==> config.mk <==
export PLATFORM = sky130hd
export DESIGN_NAME = usrb_bank
export DESIGN_NICKNAME = d
export VERILOG_FILES = /design/src/verilog/usrb_pkg.sv /design/src/verilog/usrb_fault_summary.sv /design/src/verilog/usrb_bank.sv
export SDC_FILE = /design/constraint.sdc
export NUM_CORES = 1
export LEC_CHECK = 0
export CAP_MARGIN = 20
export CORE_ASPECT_RATIO = 1.4
export CORE_MARGIN = 2
export CORE_UTILIZATION = 55
export CTS_BUF_LIST = sky130_fd_sc_hd__clkbuf_8
export DETAILED_ROUTE_END_ITERATION = 10
export DONT_BUFFER_PORTS = 1
export PLACE_DENSITY = 0.77
export SETUP_SLACK_MARGIN = 0.3
export SYNTH_ARGS = -nofsm -noshare
export SYNTH_HDL_FRONTEND = slang
export SYNTH_SLANG_ARGS = --single-unit
==> constraint.sdc <==
create_clock -name clk -period 14 [get_ports clk]
set_input_delay 1.4 -clock clk [delete_from_list [all_inputs] [get_ports clk]]
set_output_delay 1.4 -clock clk [all_outputs]
set_load 0.02 [all_outputs]
==> src/verilog/usrb_pkg.sv <==
// shared constants and carrier types for the unit status register bank
package usrb_pkg;

  // zero-based internal addresses of the unit registers
  localparam logic [15:0] USRB_ADDR_OP_STATUS = 16'h0b54;
  localparam logic [15:0] USRB_ADDR_FAULT_FLAGS = 16'h0b55;
  localparam logic [15:0] USRB_ADDR_FAULT_SUMMARY = 16'h0b56;
  localparam logic [15:0] USRB_ADDR_SERIAL_HIGH = 16'h0b57;
  localparam logic [15:0] USRB_ADDR_SERIAL_LOW = 16'h0b58;
  localparam logic [15:0] USRB_ADDR_CLOCK_MONTH = 16'h0b59;
  localparam logic [15:0] USRB_ADDR_CLOCK_DAY = 16'h0b5a;
  localparam logic [15:0] USRB_ADDR_CLOCK_YEAR = 16'h0b5b;
  localparam logic [15:0] USRB_ADDR_CLOCK_HOURS = 16'h0b5c;
  localparam logic [15:0] USRB_ADDR_CLOCK_MINUTES = 16'h0b5d;
  localparam logic [15:0] USRB_ADDR_CLOCK_SECONDS = 16'h0b5e;
  localparam logic [15:0] USRB_ADDR_CLOCK_SET = 16'h0b65;
  localparam logic [15:0] USRB_ADDR_MAX_SENSORS = 16'h0b69;
  localparam logic [15:0] USRB_ADDR_UNIT_TYPE = 16'h0b6a;
  localparam logic [15:0] USRB_ADDR_FW_VERSION = 16'h0b6b;
  localparam logic [15:0] USRB_ADDR_FW_BUILD = 16'h0b6c;
  localparam logic [15:0] USRB_ADDR_FIRST = USRB_ADDR_OP_STATUS;
  localparam logic [15:0] USRB_ADDR_LAST = USRB_ADDR_FW_BUILD;
  localparam int USRB_NUM_WORDS = 25;

  // read-holding-registers function and exception answers
  localparam logic [7:0] USRB_FUNC_READ_HOLDING = 8'h03;
  localparam logic [7:0] USRB_EXC_ILLEGAL_FUNC = 8'h01;
  localparam logic [7:0] USRB_EXC_ILLEGAL_ADDR = 8'h02;
  localparam logic [7:0] USRB_EXC_ILLEGAL_VALUE = 8'h03;
  localparam logic [15:0] USRB_MAX_QUANTITY = 16'h007d;

  // operating status word layout
  localparam int USRB_OP_RELAY_LSB = 10;
  localparam int USRB_OP_LATCHED_BIT = 14;
  localparam int USRB_OP_BUSY_BIT = 15;

  // fault summary word layout and special values
  localparam logic [15:0] USRB_FS_UNIT_FAULT = 16'hffff;
  localparam int USRB_FS_MISSING_BIT = 15;
  localparam int USRB_FS_MASTER_BIT = 12;
  localparam int USRB_FS_OFF_BIT = 8;
  localparam int USRB_NUM_SENSORS = 8;

  // legal calendar ranges
  localparam logic [15:0] USRB_MONTH_MIN = 16'h0001;
  localparam logic [15:0] USRB_MONTH_MAX = 16'h000c;
  localparam logic [15:0] USRB_DAY_MIN = 16'h0001;
  localparam logic [15:0] USRB_DAY_MAX = 16'h001f;
  localparam logic [15:0] USRB_YEAR_MIN = 16'h07d0;
  localparam logic [15:0] USRB_YEAR_MAX = 16'h0866;
  localparam logic [15:0] USRB_HOURS_MAX = 16'h0017;
  localparam logic [15:0] USRB_MINSEC_MAX = 16'h003b;
  localparam logic [15:0] USRB_ZERO = 16'h0000;

  // reset values of the held calendar
  localparam logic [15:0] USRB_RST_MONTH = 16'h0001;
  localparam logic [15:0] USRB_RST_DAY = 16'h0001;
  localparam logic [15:0] USRB_RST_YEAR = 16'h07d0;

  // live unit activity and relay state
  typedef struct packed {
    logic [9:0] activity;
    logic [3:0] relay_engaged;
    logic relay_latched;
    logic busy;
  } usrb_status_t;

  // fault sources feeding the two reason words
  typedef struct packed {
    logic [7:0] sensor_fault;
    logic [7:0][7:0] error_code;
    logic unit_fault;
    logic sensor_missing;
    logic master_control;
    logic master_forced_off;
  } usrb_fault_t;

  // real-time-clock fields from the clock keeper
  typedef struct packed {
    logic [15:0] month;
    logic [15:0] day;
    logic [15:0] year;
    logic [15:0] hours;
    logic [15:0] minutes;
    logic [15:0] seconds;
    logic set_pending;
  } usrb_clock_t;

  // identification values
  typedef struct packed {
    logic [31:0] serial;
    logic [7:0] fw_major;
    logic [7:0] fw_minor;
    logic [15:0] fw_build;
  } usrb_ident_t;

  // decoded request from the protocol engine
  typedef struct packed {
    logic [7:0] func;
    logic [15:0] addr;
    logic [15:0] quantity;
  } usrb_req_t;

  // one answer word or an exception
  typedef struct packed {
    logic [15:0] data;
    logic last;
    logic exception;
    logic [7:0] exc_code;
  } usrb_rsp_t;

endpackage

==> src/verilog/usrb_fault_summary.sv <==
// fault summary word encoder with fault source priority
`timescale 1ns/1ns
module usrb_fault_summary
  import usrb_pkg::*;
(
  input wire usrb_fault_t fault,
  output logic [15:0] word
);

  // highest faulting sensor code, then overriding conditions
  always_comb
  begin
    word = USRB_ZERO;
    for (int i = 0; i < USRB_NUM_SENSORS; i++)
    begin
      if (fault.sensor_fault[i])
      begin
        word = {8'h00, fault.error_code[i]};
      end
    end
    if (fault.master_control)
    begin
      word = USRB_ZERO;
      word[USRB_FS_MASTER_BIT] = 1'b1;
      word[USRB_FS_OFF_BIT] = fault.master_forced_off;
    end
    if (fault.sensor_missing)
    begin
      word = USRB_ZERO;
      word[USRB_FS_MISSING_BIT] = 1'b1;
    end
    if (fault.unit_fault)
    begin
      word = USRB_FS_UNIT_FAULT;
    end
  end

endmodule

==> src/verilog/usrb_bank.sv <==
// unit status register bank answering read-holding-register requests
//
// How it works
// - status bits 0-9 flag unit activities
// - bits 10-13 show engaged relays
// - bit 14 set when any relay latched
// - bit 15 set while unit busy
// - flag word bit n-1 for sensor n
// - flag word bits 8-15 read zero
// - summary low byte: highest faulting sensor code
// - unit fault makes summary all ones
// - missing sensor shows bit 15 alone
// - master control: bit 12, bit 8 off
// - summary bits 9-11,13,14 read zero unless unit fault
// - serial high word first, low next
// - month 1-12, day 1-31
// - year held within 2000-2150
// - hours 0-23, minutes/seconds 0-59
// - clock set word reads pending flag
// - register reports maximum sensor count
// - register reports unit type code
// - firmware word: major high, minor low
// - firmware word two: build number
// - read-holding function answered with contents
// - request addresses are zero-based internal
`timescale 1ns/1ns
module usrb_bank
  import usrb_pkg::*;
#(
  // arbitrary neutral value, set per product variant
  parameter logic [15:0] UNIT_TYPE = 16'h0abc,
  // channel capacity of this build
  parameter logic [15:0] MAX_SENSORS = 16'h0008
)
(
  input wire logic clk,
  input wire logic resetn,
  input wire usrb_status_t status_in,
  input wire usrb_fault_t fault_in,
  input wire usrb_clock_t clock_in,
  input wire usrb_ident_t ident_in,
  input wire logic req_valid,
  input wire usrb_req_t req,
  output logic req_ready,
  output logic rsp_valid,
  output usrb_rsp_t rsp
);

  // idle takes requests, send streams one word per cycle
  typedef enum {
    USRB_IDLE,
    USRB_SEND
  } usrb_state_t;

  // true when lo <= v <= hi
  function automatic logic in_range(
    input logic [15:0] v,
    input logic [15:0] lo,
    input logic [15:0] hi
  );
    in_range = (v >= lo) && (v <= hi);
  endfunction

  // word index inside the unit block
  // addresses below the block wrap high; they are refused before use
  function automatic logic [4:0] word_index(input logic [15:0] addr);
    logic [15:0] diff;
    diff = addr - USRB_ADDR_FIRST;
    word_index = diff[4:0];
  endfunction

  usrb_state_t state; // transfer sequencer
  logic [15:0] op_status; // registered operating status
  logic [15:0] fault_flags; // registered per-sensor flags
  logic [15:0] fault_summary; // registered coded summary
  logic [15:0] next_summary; // encoder output
  logic [15:0] month; // validated calendar fields
  logic [15:0] day;
  logic [15:0] year;
  logic [15:0] hours;
  logic [15:0] minutes;
  logic [15:0] seconds;
  logic set_pending; // clock set pending copy
  logic [15:0] live [USRB_NUM_WORDS]; // current register image
  logic [15:0] snap [USRB_NUM_WORDS]; // image frozen per request
  logic [4:0] cur; // word being sent
  logic [15:0] remaining; // words still to send
  logic accept; // request taken this edge
  logic [16:0] end_addr; // last address asked for
  logic [7:0] next_exc; // exception verdict, zero when fine

  // coded fault summary with its priority order
  usrb_fault_summary u_summary (
    .fault(fault_in),
    .word(next_summary)
  );

  // operating status word from live activity inputs
  always_ff @(posedge clk or negedge resetn)
  begin
    if (!resetn)
    begin
      op_status <= USRB_ZERO;
    end
    else
    begin
      op_status[9:0] <= status_in.activity;
      op_status[USRB_OP_RELAY_LSB +: 4] <= status_in.relay_engaged;
      op_status[USRB_OP_LATCHED_BIT] <= status_in.relay_latched;
      op_status[USRB_OP_BUSY_BIT] <= status_in.busy;
    end
  end

  // both fault reason words
  always_ff @(posedge clk or negedge resetn)
  begin
    if (!resetn)
    begin
      fault_flags <= USRB_ZERO;
      fault_summary <= USRB_ZERO;
    end
    else
    begin
      fault_flags <= {8'h00, fault_in.sensor_fault};
      // undefined bits left zero by encoder, all ones on unit fault
      fault_summary <= next_summary;
    end
  end

  // calendar fields; an out-of-range sample keeps the last good value
  // so the master never sees an impossible date mid-update
  always_ff @(posedge clk or negedge resetn)
  begin
    if (!resetn)
    begin
      month <= USRB_RST_MONTH;
      day <= USRB_RST_DAY;
      year <= USRB_RST_YEAR;
      hours <= USRB_ZERO;
      minutes <= USRB_ZERO;
      seconds <= USRB_ZERO;
    end
    else
    begin
      if (in_range(clock_in.month, USRB_MONTH_MIN, USRB_MONTH_MAX))
      begin
        month <= clock_in.month;
      end
      if (in_range(clock_in.day, USRB_DAY_MIN, USRB_DAY_MAX))
      begin
        day <= clock_in.day;
      end
      if (in_range(clock_in.year, USRB_YEAR_MIN, USRB_YEAR_MAX))
      begin
        year <= clock_in.year;
      end
      if (in_range(clock_in.hours, USRB_ZERO, USRB_HOURS_MAX))
      begin
        hours <= clock_in.hours;
      end
      if (in_range(clock_in.minutes, USRB_ZERO, USRB_MINSEC_MAX))
      begin
        minutes <= clock_in.minutes;
      end
      if (in_range(clock_in.seconds, USRB_ZERO, USRB_MINSEC_MAX))
      begin
        seconds <= clock_in.seconds;
      end
    end
  end

  // clock set pending flag
  always_ff @(posedge clk or negedge resetn)
  begin
    if (!resetn)
    begin
      set_pending <= 1'b0;
    end
    else
    begin
      set_pending <= clock_in.set_pending;
    end
  end

  // register image by word index
  always_comb
  begin
    for (int i = 0; i < USRB_NUM_WORDS; i++)
    begin
      live[i] = USRB_ZERO;
    end
    live[word_index(USRB_ADDR_OP_STATUS)] = op_status;
    live[word_index(USRB_ADDR_FAULT_FLAGS)] = fault_flags;
    live[word_index(USRB_ADDR_FAULT_SUMMARY)] = fault_summary;
    // serial high half at lower address
    live[word_index(USRB_ADDR_SERIAL_HIGH)] = ident_in.serial[31:16];
    live[word_index(USRB_ADDR_SERIAL_LOW)] = ident_in.serial[15:0];
    live[word_index(USRB_ADDR_CLOCK_MONTH)] = month;
    live[word_index(USRB_ADDR_CLOCK_DAY)] = day;
    live[word_index(USRB_ADDR_CLOCK_YEAR)] = year;
    live[word_index(USRB_ADDR_CLOCK_HOURS)] = hours;
    live[word_index(USRB_ADDR_CLOCK_MINUTES)] = minutes;
    live[word_index(USRB_ADDR_CLOCK_SECONDS)] = seconds;
    live[word_index(USRB_ADDR_CLOCK_SET)] = {15'h0000, set_pending};
    live[word_index(USRB_ADDR_MAX_SENSORS)] = MAX_SENSORS;
    live[word_index(USRB_ADDR_UNIT_TYPE)] = UNIT_TYPE;
    live[word_index(USRB_ADDR_FW_VERSION)] =
      {ident_in.fw_major, ident_in.fw_minor};
    live[word_index(USRB_ADDR_FW_BUILD)] = ident_in.fw_build;
  end

  // handshake: only taken while no transfer is running
  assign req_ready = (state == USRB_IDLE);
  assign accept = req_valid && req_ready;
  assign end_addr = {1'b0, req.addr} + {1'b0, req.quantity} - 17'h0_0001;

  // request check; write functions fall to illegal function
  always_comb
  begin
    next_exc = 8'h00;
    if (req.func != USRB_FUNC_READ_HOLDING)
    begin
      next_exc = USRB_EXC_ILLEGAL_FUNC;
    end
    else if ((req.quantity == USRB_ZERO) ||
             (req.quantity > USRB_MAX_QUANTITY))
    begin
      next_exc = USRB_EXC_ILLEGAL_VALUE;
    end
    else if ((req.addr < USRB_ADDR_FIRST) ||
             (end_addr > {1'b0, USRB_ADDR_LAST}))
    begin
      next_exc = USRB_EXC_ILLEGAL_ADDR;
    end
  end

  // snapshot keeps multi-word reads coherent, e.g. both serial halves
  always_ff @(posedge clk)
  begin
    if (accept)
    begin
      for (int i = 0; i < USRB_NUM_WORDS; i++)
      begin
        snap[i] <= live[i];
      end
    end
  end

  // transfer sequencer
  always_ff @(posedge clk or negedge resetn)
  begin
    if (!resetn)
    begin
      state <= USRB_IDLE;
      cur <= 5'h00;
      remaining <= USRB_ZERO;
    end
    else
    begin
      case (state)
        USRB_IDLE:
        begin
          // good request starts streaming next cycle
          if (accept && (next_exc == 8'h00))
          begin
            state <= USRB_SEND;
            cur <= word_index(req.addr);
            remaining <= req.quantity;
          end
        end
        USRB_SEND:
        begin
          cur <= cur + 5'h01;
          remaining <= remaining - 16'h0001;
          if (remaining == 16'h0001)
          begin
            state <= USRB_IDLE;
          end
        end
        default:
        begin
          state <= USRB_IDLE;
        end
      endcase
    end
  end

  // answer port: one word per cycle, or a single exception
  always_ff @(posedge clk or negedge resetn)
  begin
    if (!resetn)
    begin
      rsp_valid <= 1'b0;
      rsp <= '0;
    end
    else if (state == USRB_SEND)
    begin
      rsp_valid <= 1'b1;
      rsp.data <= snap[cur];
      rsp.last <= (remaining == 16'h0001);
      rsp.exception <= 1'b0;
      rsp.exc_code <= 8'h00;
    end
    else if (accept && (next_exc != 8'h00))
    begin
      rsp_valid <= 1'b1;
      rsp.data <= USRB_ZERO;
      rsp.last <= 1'b1;
      rsp.exception <= 1'b1;
      rsp.exc_code <= next_exc;
    end
    else
    begin
      // data left as is; only rsp_valid qualifies it
      rsp_valid <= 1'b0;
      rsp.last <= 1'b0;
      rsp.exception <= 1'b0;
    end
  end

endmodule

==> impl_metrics.py, run 1 <==
metrics = {
    "critical_path": {
        "r2r_setup_slack_ns": 10.71,
        "worstPathCellList": "inv_1, ha_1, inv_1, ha_1, inv_1, fa_1, nand2b_1, a21oi_2, o21ai_0, o211ai_2, o211ai_2, nor4_1, nand2_1, o311ai_0",
        "cp-start-kind": "input port",
        "endpoint_kind": "flip-flop",
        "path_buf_inv": 3,
        "slowest_delay_ns": 0.62,
        "r2r-start": "cur[0]$_DFFE_PN0P_",
        "cpMostUsedCell": "inv_1",
        "crit_required_ns": 14.47,
        "cp_top_family": "compound AO/OA/AOI/OAI gates",
        "cp.arrival_ns": 4.92,
        "reg2regPathDepth": 8,
        "crit_slowest_cell": "nor4_1",
        "rr_endpoint": "rsp[18]$_DFFE_PN0P_",
        "cp_max_fo": 11,
        "crit_type": "input port to flip-flop",
    },
    "sta": {
        "slew_headroom": 0.244,
        "skew_ns": 0.0390,
        "slew_viol_final": 0,
        "period_needed_ns": 4.45,
        "max_freq_mhz": 225,
        "fin_crit_sh": 0.318,
        "rsz0062_at_grt": "false",
        "hold_viol": 0,
        "worstMarginPinSlew_ns": 1.13,
        "finalSetupTns_ns": 0,
        "setup_viol": 0,
    },
    "min_path": {
        "hp-class": "flip-flop to flip-flop",
        "min-delay-start": "op_status[15]$_DFF_PN0_",
        "whs_endpoint": "snap[0][15]$_DFFE_PP_",
        "holdPathStages": 0,
    },
    "power_and_ir_drop": {
        "power.leakage_nw": 7.10,
        "ir_drop_mv": 0.0974,
        "cellPowerDensity_nw_per_um2": 122,
    },
    "die": {
        "die_area_um2": 30800,
        "row_count": 74,
        "die_w_um": 149,
        "die_h_um": 207,
        "pin_count": 324,
        "start_util": 0.556,
        "coreArea_um2": 29100,
    },
    "cts": {
        "cts_buffers": 54,
        "clock_tree.root_cell": "clkbuf_8",
        "postCtsHoldBufs": 0,
        "cts.clk_slew.worst_paths_ns": 0.07,
        "cts_num_sinks": 373,
        "cts_resized": 0,
        "clockBufferDepth": 3,
        "insertion_delay_ns": 0.59,
        "cts-htree-levels": 2,
        "post_cts_buffers": 0,
        "cts_tree": "done",
    },
    "drt": {
        "routed_wl_um": 38400,
        "ant_nets": 0,
        "drt_iter0_drc": 731,
        "first_pass_iters": 5,
        "wl_per_cell_um": 23.0,
        "vias_per_cell": 6.02,
        "vias": 10000,
        "remaining_drc_errors": 0,
    },
    "finish": {
        "nFillCells": 2267,
        "seqCellArea_um2": 10300,
        "multi_input_area_um2": 5290,
        "areaGrowthSynthToFinish_pct": 9.20,
        "drive_above_1_share": 0.151,
        "nets": 1562,
        "final_core_util": 0.607,
    },
    "yosys": {
        "async_flop_share": 0.472,
        "synthCells": 1218,
        "yosysMostFrequentCell": "edfxtp_1",
        "synth.area.top_cells": "edfxtp_1 37%, dfrtp_1 26%, mux4_2 3.3%, ha_1 2.7%, mux2_2 2.5%",
        "synth_area_um2": 16200,
        "netlist.area_leader.share": 0.366,
        "ys_seq_area_frac": 0.639,
        "syn_avg_cell_area_um2": 13.3,
        "synth_ff_type": "edfxtp_1",
        "ys_ff_latch": 373,
        "synthTopCellsByCount": "197 x edfxtp_1, 168 x dfrtp_1, 91 x nand2_1",
        "yosysWarnings": 0,
        "synth_cell_types": 69,
        "synth-edff-count": 197,
        "synth_area_leader_cell": "edfxtp_1",
    },
    "global_route": {
        "grt_max_degree": 199,
        "antenna_found_initial": 17,
        "grt_pass1_wl_um": 57500,
        "globalRouteTotalUtil": 0.250,
        "grt_pass1_vias": 9993,
        "grt.overflow.total": 0,
    },
    "place": {
        "place_congestion": 0.878,
        "dp_hpwl_um": 27000,
        "io_buffers": 0,
    },
    "run": {
        "max_cap_violations": 0,
    },
    "run_status": {
        "outcome": "finished clean",
    },
}
[registers in the layout, summed over array words and instances (netlist names), 5 cells and up]
signal         cells
cur                5
day               16
fault_flags        8
fault_summary     12
hours             16
minutes           16
month             16
op_status         16
remaining         16
rsp               20
seconds           16
snap             197
year              16
[through the flow]
| step | area [um^2] | setup WS (ns) | power, W | std cells | hold WS [ns] |
|---|---|---|---|---|---|
| 2_1_floorplan | 16200 | 1.78 | 0.00128 | 1223 | 0.401 |
| 6_report | 17600 | 9.55 | 0.00215 | 1667 | 0.403 |
| 3_5_place_dp | 16500 | 8.91 | 0.00131 | 1554 | 0.404 |
| 4_1_cts | 17600 | 9.57 | 0.00217 | 1655 | 0.404 |
| 5_1_grt | 17600 | 9.26 | 0.00223 | 1661 | 0.407 |
| 3_3_place_gp | 16500 | 9.07 | 0.00130 | 1553 | 0.403 |
[cells in the final DEF (no fill, tap or decap), drive strengths merged, types with 4 or more instances in the layout]
cell and instances:
a22oi 9, clkinv 18, a31oi 15, nor2b 42, nor2 42, a21oi 62, o21a 4, a211o 4
nand2b 7, conb 6, edfxtp 197, diode 12, inv 95, o211ai 22, nand3 10, o221ai 8
nand2 91, dfrtp 168, a221oi 25, o311ai 13, dfstp 8, xnor2 11, o22ai 7, nor3 13
buf 11, o21ai 50, or4 5, and2 39, nor4 28, a21o 7, mux2i 36, mux2 36
nand4 11, xor2 12, clkbuf 64, ha 35, mux4 24, or3 4
[final cells by class]
type / instances / share of cell area
Clock buffer: 64 / 0.0499
Antenna cell: 12 / 0.00170
Timing Repair Buffer: 11 / 0.00560
Multi-Input combinational cell: 709 / 0.300
Tap cell: 380 / 0.0269
Inverter: 81 / 0.0172
Clock inverter: 37 / 0.0131
Sequential cell: 373 / 0.586
[cell families after synthesis]
kind of cell    synth area share
compound gates             0.103
xor+xnor                  0.0125
fa+ha+maj                 0.0283
buf+inv                   0.0361
flops                      0.639
mux                       0.0808
other cells             0.000232
simple gates               0.100
[worst register-to-register path: stages, from the launching register on]
cell and delay [ns]:
dfrtp_4 0.70, buf_4 0.67, nor2_1 0.41, a221oi_1 0.48, a21oi_1 0.08, a221oi_1 0.46
a21oi_1 0.08, mux2i_1 0.26, nor2_4 0.04
[per-layer routing]
| layer | routed length (um) | global-route usage |
|---|---|---|
| met1 | 14700 | 0.312 |
| met2 | 19500 | 0.423 |
| met3 | 3080 | 0.0736 |
| met4 | 1000 | 0.0810 |
| met5 | 80 | 0 |
[where the power goes]
part	leakage, nW	internal [W]	switching (W)
registers	4.04	0.00117	0.00000545
clock network	0.636	0.000457	0.000409
logic	2.42	0.0000458	0.0000663
[how the worst max path moves through the flow]
stage | cells past startpoint | start | slack, ns | endpoint
floorplan | 6 | req_valid | 1.78 | cur[1]$_DFFE_PN0P_
global placement | 14 | req[1] | 9.07 | cur[1]$_DFFE_PN0P_
detailed placement | 14 | req[1] | 8.91 | remaining[0]$_DFFE_PN0P_
CTS | 14 | req[1] | 9.57 | remaining[0]$_DFFE_PN0P_
global route | 14 | req[1] | 9.26 | remaining[0]$_DFFE_PN0P_
finish | 14 | req[1] | 9.55 | remaining[0]$_DFFE_PN0P_
Power figures use the tool's default switching activity.
==> run 2, diff against run 1 <==
--- a/config.mk
+++ b/config.mk
@@ -12,7 +12,7 @@
 export CTS_BUF_LIST = sky130_fd_sc_hd__clkbuf_8
 export DETAILED_ROUTE_END_ITERATION = 10
 export DONT_BUFFER_PORTS = 1
-export PLACE_DENSITY = 0.77
+export PLACE_DENSITY = 0.8
 export SETUP_SLACK_MARGIN = 0.3
 export SYNTH_ARGS = -nofsm -noshare
 export SYNTH_HDL_FRONTEND = slang
==> constraint.sdc (replaced) <==
create_clock -name clk -period 4.09 [get_ports clk]
set_input_delay 0.409 -clock clk [delete_from_list [all_inputs] [get_ports clk]]
set_output_delay 0.409 -clock clk [all_outputs]
set_load 0.02 [all_outputs]
==> impl_metrics.py, run 2 (synthesis gave the netlist of run 1 again) <==
metrics = {
    "sta": {
        "slew_viol_final": 0,
        "skew_ns": 0.0490,
        "max_freq_mhz": 307,
        "final.setup.worst_slack_ns": 0.832,
        "setup_viol": 0,
        "fin_crit_sh": 0.797,
        "hold_viol": 176,
        "period_needed_ns": 3.26,
        "rsz0062_at_grt": "false",
        "worstMarginPinSlew_ns": 1.20,
        "hold_ws_ns": -0.515,
        "slew_headroom": 0.198,
    },
    "place": {
        "io_buffers": 0,
        "dp_hpwl_um": 28100,
        "place_congestion": 0.924,
        "dpl_cell_area_um2": 16600,
        "dp_slack_ns": 0.263,
    },
    "finish": {
        "fin_area_um2": 19100,
        "largest_register_ffs": 197,
        "areaGrowthSynthToFinish_pct": 18.0,
        "nets": 1705,
        "final_cell_mix": "197 x edfxtp_1, 165 x dfrtp_1, 134 x dlygate4sd3_1, 100 x inv_1, 91 x nand2_1",
        "layout_commonest_cell": "edfxtp_1",
        "drive_above_1_share": 0.141,
        "reg_top3": "snap x197, rsp x20",
        "nFillCells": 2038,
        "regMostFlops": "snap",
    },
    "cts": {
        "clockBufferDepth": 3,
        "cts.clk_slew.worst_paths_ns": 0.07,
        "cts_num_sinks": 373,
        "clock_tree.root_cell": "clkbuf_8",
        "insertion_delay_ns": 0.61,
        "cts_buffers": 55,
        "postCtsHoldBufs": 134,
        "post_cts_buffers": 0,
        "cts-htree-levels": 2,
        "cts_tree": "done",
    },
    "global_route": {
        "antenna_found_initial": 3,
        "grt.overflow.total": 0,
        "grt_pass1_wl_um": 65400,
        "grt_max_degree": 199,
        "globalRouteTotalUtil": 0.286,
        "grt_pass1_vias": 11400,
    },
    "critical_path": {
        "crit_required_ns": 4.62,
        "reg2regPathDepth": 7,
        "cpMostUsedCell": "inv_1",
        "cp-start-kind": "input port",
        "cp_top_family": "compound AO/OA/AOI/OAI gates",
        "cp.arrival_ns": 3.79,
        "cp_max_fo": 11,
        "crit_type": "input port to flip-flop",
        "endpoint_kind": "flip-flop",
        "slowest_delay_ns": 0.49,
        "crit_slowest_cell": "or3_1",
        "path_depth": 15,
        "path_buf_inv": 4,
        "worstPathCellList": "inv_1, ha_1, inv_1, ha_1, inv_1, fa_1, nand2b_1, a21oi_2, o21ai_0, o211ai_2, o211ai_2, or3_1, o31a_2, buf_12, nor2_1",
    },
    "die": {
        "die_area_um2": 30800,
        "coreArea_um2": 29100,
        "start_util": 0.556,
        "row_count": 74,
        "pin_count": 324,
        "die_h_um": 207,
        "die_w_um": 149,
    },
    "power_and_ir_drop": {
        "power.leakage_nw": 7.70,
        "ir_drop_mv": 0.442,
        "power_w": 0.00754,
        "cellPowerDensity_nw_per_um2": 395,
    },
    "drt": {
        "vias_per_cell": 6.02,
        "first_pass_iters": 7,
        "wl_per_cell_um": 24.3,
        "remaining_drc_errors": 0,
        "vias": 10900,
        "routed_wl_um": 43800,
        "drt_iter0_drc": 859,
        "ant_nets": 0,
    },
    "run_status": {
        "outcome": "finished with violations",
        "violations": "hold timing",
    },
    "run": {
        "max_cap_violations": 0,
    },
    "min_path": {
        "hp-class": "input port to asynchronous set/reset pin",
    },
}
run 2: final cells by class:
cell class | instances | area, um^2 | share of cell area
antenna | 4 | 10.0 | 0.000525
clock buffer | 68 | 936 | 0.0491
timing repair buffer | 153 | 1510 | 0.0791
inverter | 81 | 304 | 0.0159
multi-input combinational | 709 | 5330 | 0.279
tap | 380 | 475 | 0.0249
clock inverter | 35 | 174 | 0.00912
sequential | 373 | 10300 | 0.542
run 2: routing by layer:
layer | routed length, um | vias up | GRT usage
met5 | 12 | - | 0
met1 | 15800 | 5429 | 0.335
met2 | 23100 | 487 | 0.506
met4 | 1980 | 2 | 0.134
li1 | - | 4829 | -
met3 | 2960 | 112 | 0.0589
run 2: through the flow:
stage | TNS (ns) | instances | hold WS (ns) | util
6_report | 0 | 1803 | -0.515 | 0.656
5_1_grt | 0 | 1801 | -0.535 | 0.656
4_1_cts | 0 | 1798 | -0.542 | 0.655
3_5_place_dp | 0 | 1561 | 0.116 | 0.571
3_3_place_gp | 0 | 1561 | 0.117 | 0.571
2_1_floorplan | -14.63 | 1223 | 0.113 | -
run 2: worst reg2reg max path, stage by stage (launching register included):
cell and delay, ns:
dfrtp_4 0.90, nor2_1 0.45, a221oi_1 0.52, a21oi_1 0.09
a221oi_1 0.43, a21oi_1 0.07, mux2i_1 0.25, nor2_4 0.06
run 2: timing repair:
action,4_1_cts,5_1_grt
resized for setup,0,0
endpoints found under the setup margin,0,0
hold endpoints to repair,313,176
run 2: path summary, 6_finish.rpt:
kind / startpoint / endpoint / slack (ns)
setup / recovery: req[1] / rsp[25]$_DFFE_PN0P_ / 0.83
hold / removal: resetn / fault_flags[1]$_DFF_PN0_ / -0.52
setup reg to reg: cur[0]$_DFFE_PN0P_ / rsp[18]$_DFFE_PN0P_ / 1.22
hold reg to reg: fault_flags[4]$_DFF_PN0_ / snap[1][4]$_DFFE_PP_ / 0.37
max in group asynchronous: resetn / year[8]$_DFFE_PN1P_ / 4.16
min in group clk: fault_in[3] / fault_summary[7]$_DFF_PN0_ / 0.03
run 2: power by group:
group          leakage, nW  internal (W)  switching, W
Sequential            4.04       0.00400     0.0000242
Clock                0.645       0.00156       0.00143
Combinational         3.01      0.000249      0.000276
Total                 7.70       0.00581       0.00173
==> run 3, diff against run 2 <==
--- a/config.mk
+++ b/config.mk
@@ -12,7 +12,7 @@
 export CTS_BUF_LIST = sky130_fd_sc_hd__clkbuf_8
 export DETAILED_ROUTE_END_ITERATION = 10
 export DONT_BUFFER_PORTS = 1
-export PLACE_DENSITY = 0.8
+export PLACE_DENSITY = 0.77
 export SETUP_SLACK_MARGIN = 0.3
 export SYNTH_ARGS = -nofsm -noshare
 export SYNTH_HDL_FRONTEND = slang
==> constraint.sdc (replaced) <==
create_clock -name clk -period 3 [get_ports clk]
set_input_delay 0.3 -clock clk [delete_from_list [all_inputs] [get_ports clk]]
set_output_delay 0.3 -clock clk [all_outputs]
set_load 0.02 [all_outputs]
==> impl_metrics.py, run 3 (synthesis gave the netlist of run 1 again) <==
metrics = {
    "global_route": {
        "grt_pass1_wl_um": 65200,
        "grt_max_degree": 198,
        "antenna_found_initial": 3,
        "grt_pass1_vias": 11600,
        "globalRouteTotalUtil": 0.282,
        "grt.overflow.total": 0,
    },
    "drt": {
        "wl_per_cell_um": 23.2,
        "vias": 11200,
        "drt_iter0_drc": 855,
        "first_pass_iters": 6,
        "ant_nets": 0,
        "remaining_drc_errors": 0,
        "routed_wl_um": 43300,
        "vias_per_cell": 6.00,
    },
    "cts": {
        "postCtsHoldBufs": 150,
        "clock_tree.root_cell": "clkbuf_8",
        "cts_tree": "done",
        "cts_buffers": 50,
        "cts_num_sinks": 373,
        "insertion_delay_ns": 0.60,
        "cts-htree-levels": 2,
        "clockBufferDepth": 3,
        "cts.clk_slew.worst_paths_ns": 0.08,
    },
    "finish": {
        "drive_above_1_share": 0.188,
        "final_core_util": 0.682,
        "seqCellArea_um2": 10300,
        "nets": 1774,
        "areaGrowthSynthToFinish_pct": 22.7,
        "regMostFlops": "snap",
        "largest_register_ffs": 197,
        "multi_input_area_um2": 5480,
        "finalNonFillerCells": 1867,
        "reg_top3": "snap x197, rsp x20",
        "layout_commonest_cell": "edfxtp_1",
        "final_cell_mix": "197 x edfxtp_1, 165 x dfrtp_1, 150 x dlygate4sd3_1, 90 x inv_1, 90 x nand2_1",
        "nFillCells": 1979,
    },
    "sta": {
        "hold_viol": 176,
        "slew_headroom": 0.245,
        "slew_viol_final": 0,
        "setup_viol": 0,
        "max_freq_mhz": 381,
        "worstMarginPinSlew_ns": 1.13,
        "period_needed_ns": 2.62,
        "finalSetupTns_ns": 0,
        "fin_crit_sh": 0.874,
        "rsz0062_at_grt": "false",
        "final.setup.worst_slack_ns": 0.378,
        "hold_ws_ns": -0.615,
        "skew_ns": 0.0231,
    },
    "critical_path": {
        "crit_slowest_cell": "fa_2",
        "slowest_delay_ns": 0.36,
        "cp-start-kind": "input port",
        "cp.arrival_ns": 3.05,
        "endpoint_kind": "flip-flop",
        "crit_type": "input port to flip-flop",
        "cpMostUsedCell": "buf_4",
        "worstPathCellList": "inv_1, ha_1, buf_4, fa_2, nand2b_4, a21oi_4, o21ai_2, o211ai_2, o211ai_2, buf_4, nor4_4, buf_4, buf_4, a211o_1, o311ai_0",
        "cp_max_fo": 5,
        "crit_required_ns": 3.43,
    },
    "die": {
        "die_w_um": 149,
        "start_util": 0.556,
        "coreArea_um2": 29100,
        "pin_count": 324,
        "die_h_um": 207,
        "die_area_um2": 30800,
        "row_count": 74,
    },
    "power_and_ir_drop": {
        "ir_drop_mv": 0.509,
        "power.leakage_nw": 8.03,
        "cellPowerDensity_nw_per_um2": 530,
        "power_w": 0.0105,
    },
    "place": {
        "placed_cells": 1616,
        "io_buffers": 0,
        "place_congestion": 0.907,
        "dp_hpwl_um": 28600,
        "dp_slack_ns": -0.250,
    },
    "min_path": {
        "hp-class": "input port to asynchronous set/reset pin",
    },
    "run_status": {
        "violations": "hold timing",
        "outcome": "finished with violations",
    },
    "run": {
        "max_cap_violations": 0,
    },
}
## run 3: cell count changes in the layout (fill, tap and decap cells not counted), moves of 6 or more
| cell | delta |
|---|---|
| buf_4 | +54 |
| dlygate4sd3_1 | +16 |
| clkbuf_8 | -12 |
| inv_1 | -10 |
| ha_1 | -8 |
| ha_4 | +7 |
| inv_2 | +6 |
## run 3: through the flow
stage / cell area, um^2 / hold slack, ns
6_report: 19800 / -0.615
5_1_grt: 19800 / -0.641
4_1_cts: 19800 / -0.636
3_5_place_dp: 17200 / 0.00895
3_3_place_gp: 17200 / 0.00753
2_1_floorplan: 16400 / 0.00441
## run 3: area by class of cell
class | instances | share of cell area
Tap cell | 380 | 0.0240
Antenna cell | 3 | 0.000378
Timing Repair Buffer | 227 | 0.107
Clock inverter | 38 | 0.0164
Sequential cell | 373 | 0.521
Inverter | 81 | 0.0160
Multi-Input combinational cell | 709 | 0.276
Clock buffer | 56 | 0.0389
## run 3: timing repair
| item | 4_1_cts | 5_1_grt |
|---|---|---|
| resized for setup | 0 | 10 |
| setup endpoints to repair | 0 | 34 |
| hold endpoints to repair | 320 | 176 |
| setup buffers | 0 | 2 |
## run 3: path summary, 6_finish.rpt
kind	cells past startpoint	endpoint	slack, ns	from
setup / recovery	15	remaining[0]$_DFFE_PN0P_	0.38	req[2]
hold / removal	0	fault_flags[6]$_DFF_PN0_	-0.61	resetn
setup reg to reg	8	rsp[10]$_DFFE_PN0P_	0.46	cur[0]$_DFFE_PN0P_
hold reg to reg	0	snap[0][4]$_DFFE_PP_	0.42	op_status[4]$_DFF_PN0_
max in group asynchronous	0	month[0]$_DFFE_PN1P_	3.11	resetn
min in group clk	3	remaining[3]$_DFFE_PN0P_	0.02	req[3]
## run 3: routing by layer
metal | global-route usage | up-vias | routed length (um)
li1 | - | 4952 | -
met1 | 0.341 | 5594 | 16100
met2 | 0.484 | 537 | 22000
met3 | 0.0585 | 118 | 3100
met4 | 0.141 | 0 | 2080
met5 | 0 | - | 0
## run 3: where the power goes
part	switching, W	internal [W]	leakage, nW
sequential	0.0000276	0.00545	4.04
combinational	0.000426	0.000467	3.38
clock	0.00190	0.00225	0.618
## run 3: critical path, delay by kind of cell
kind / cells / cell delay [ns]
AO/OA/AOI/OAI: 6 / 0.93
adder cells (fa/ha/maj): 2 / 0.68
buffers and inverters: 5 / 0.61
AND/OR/NAND/NOR: 2 / 0.52
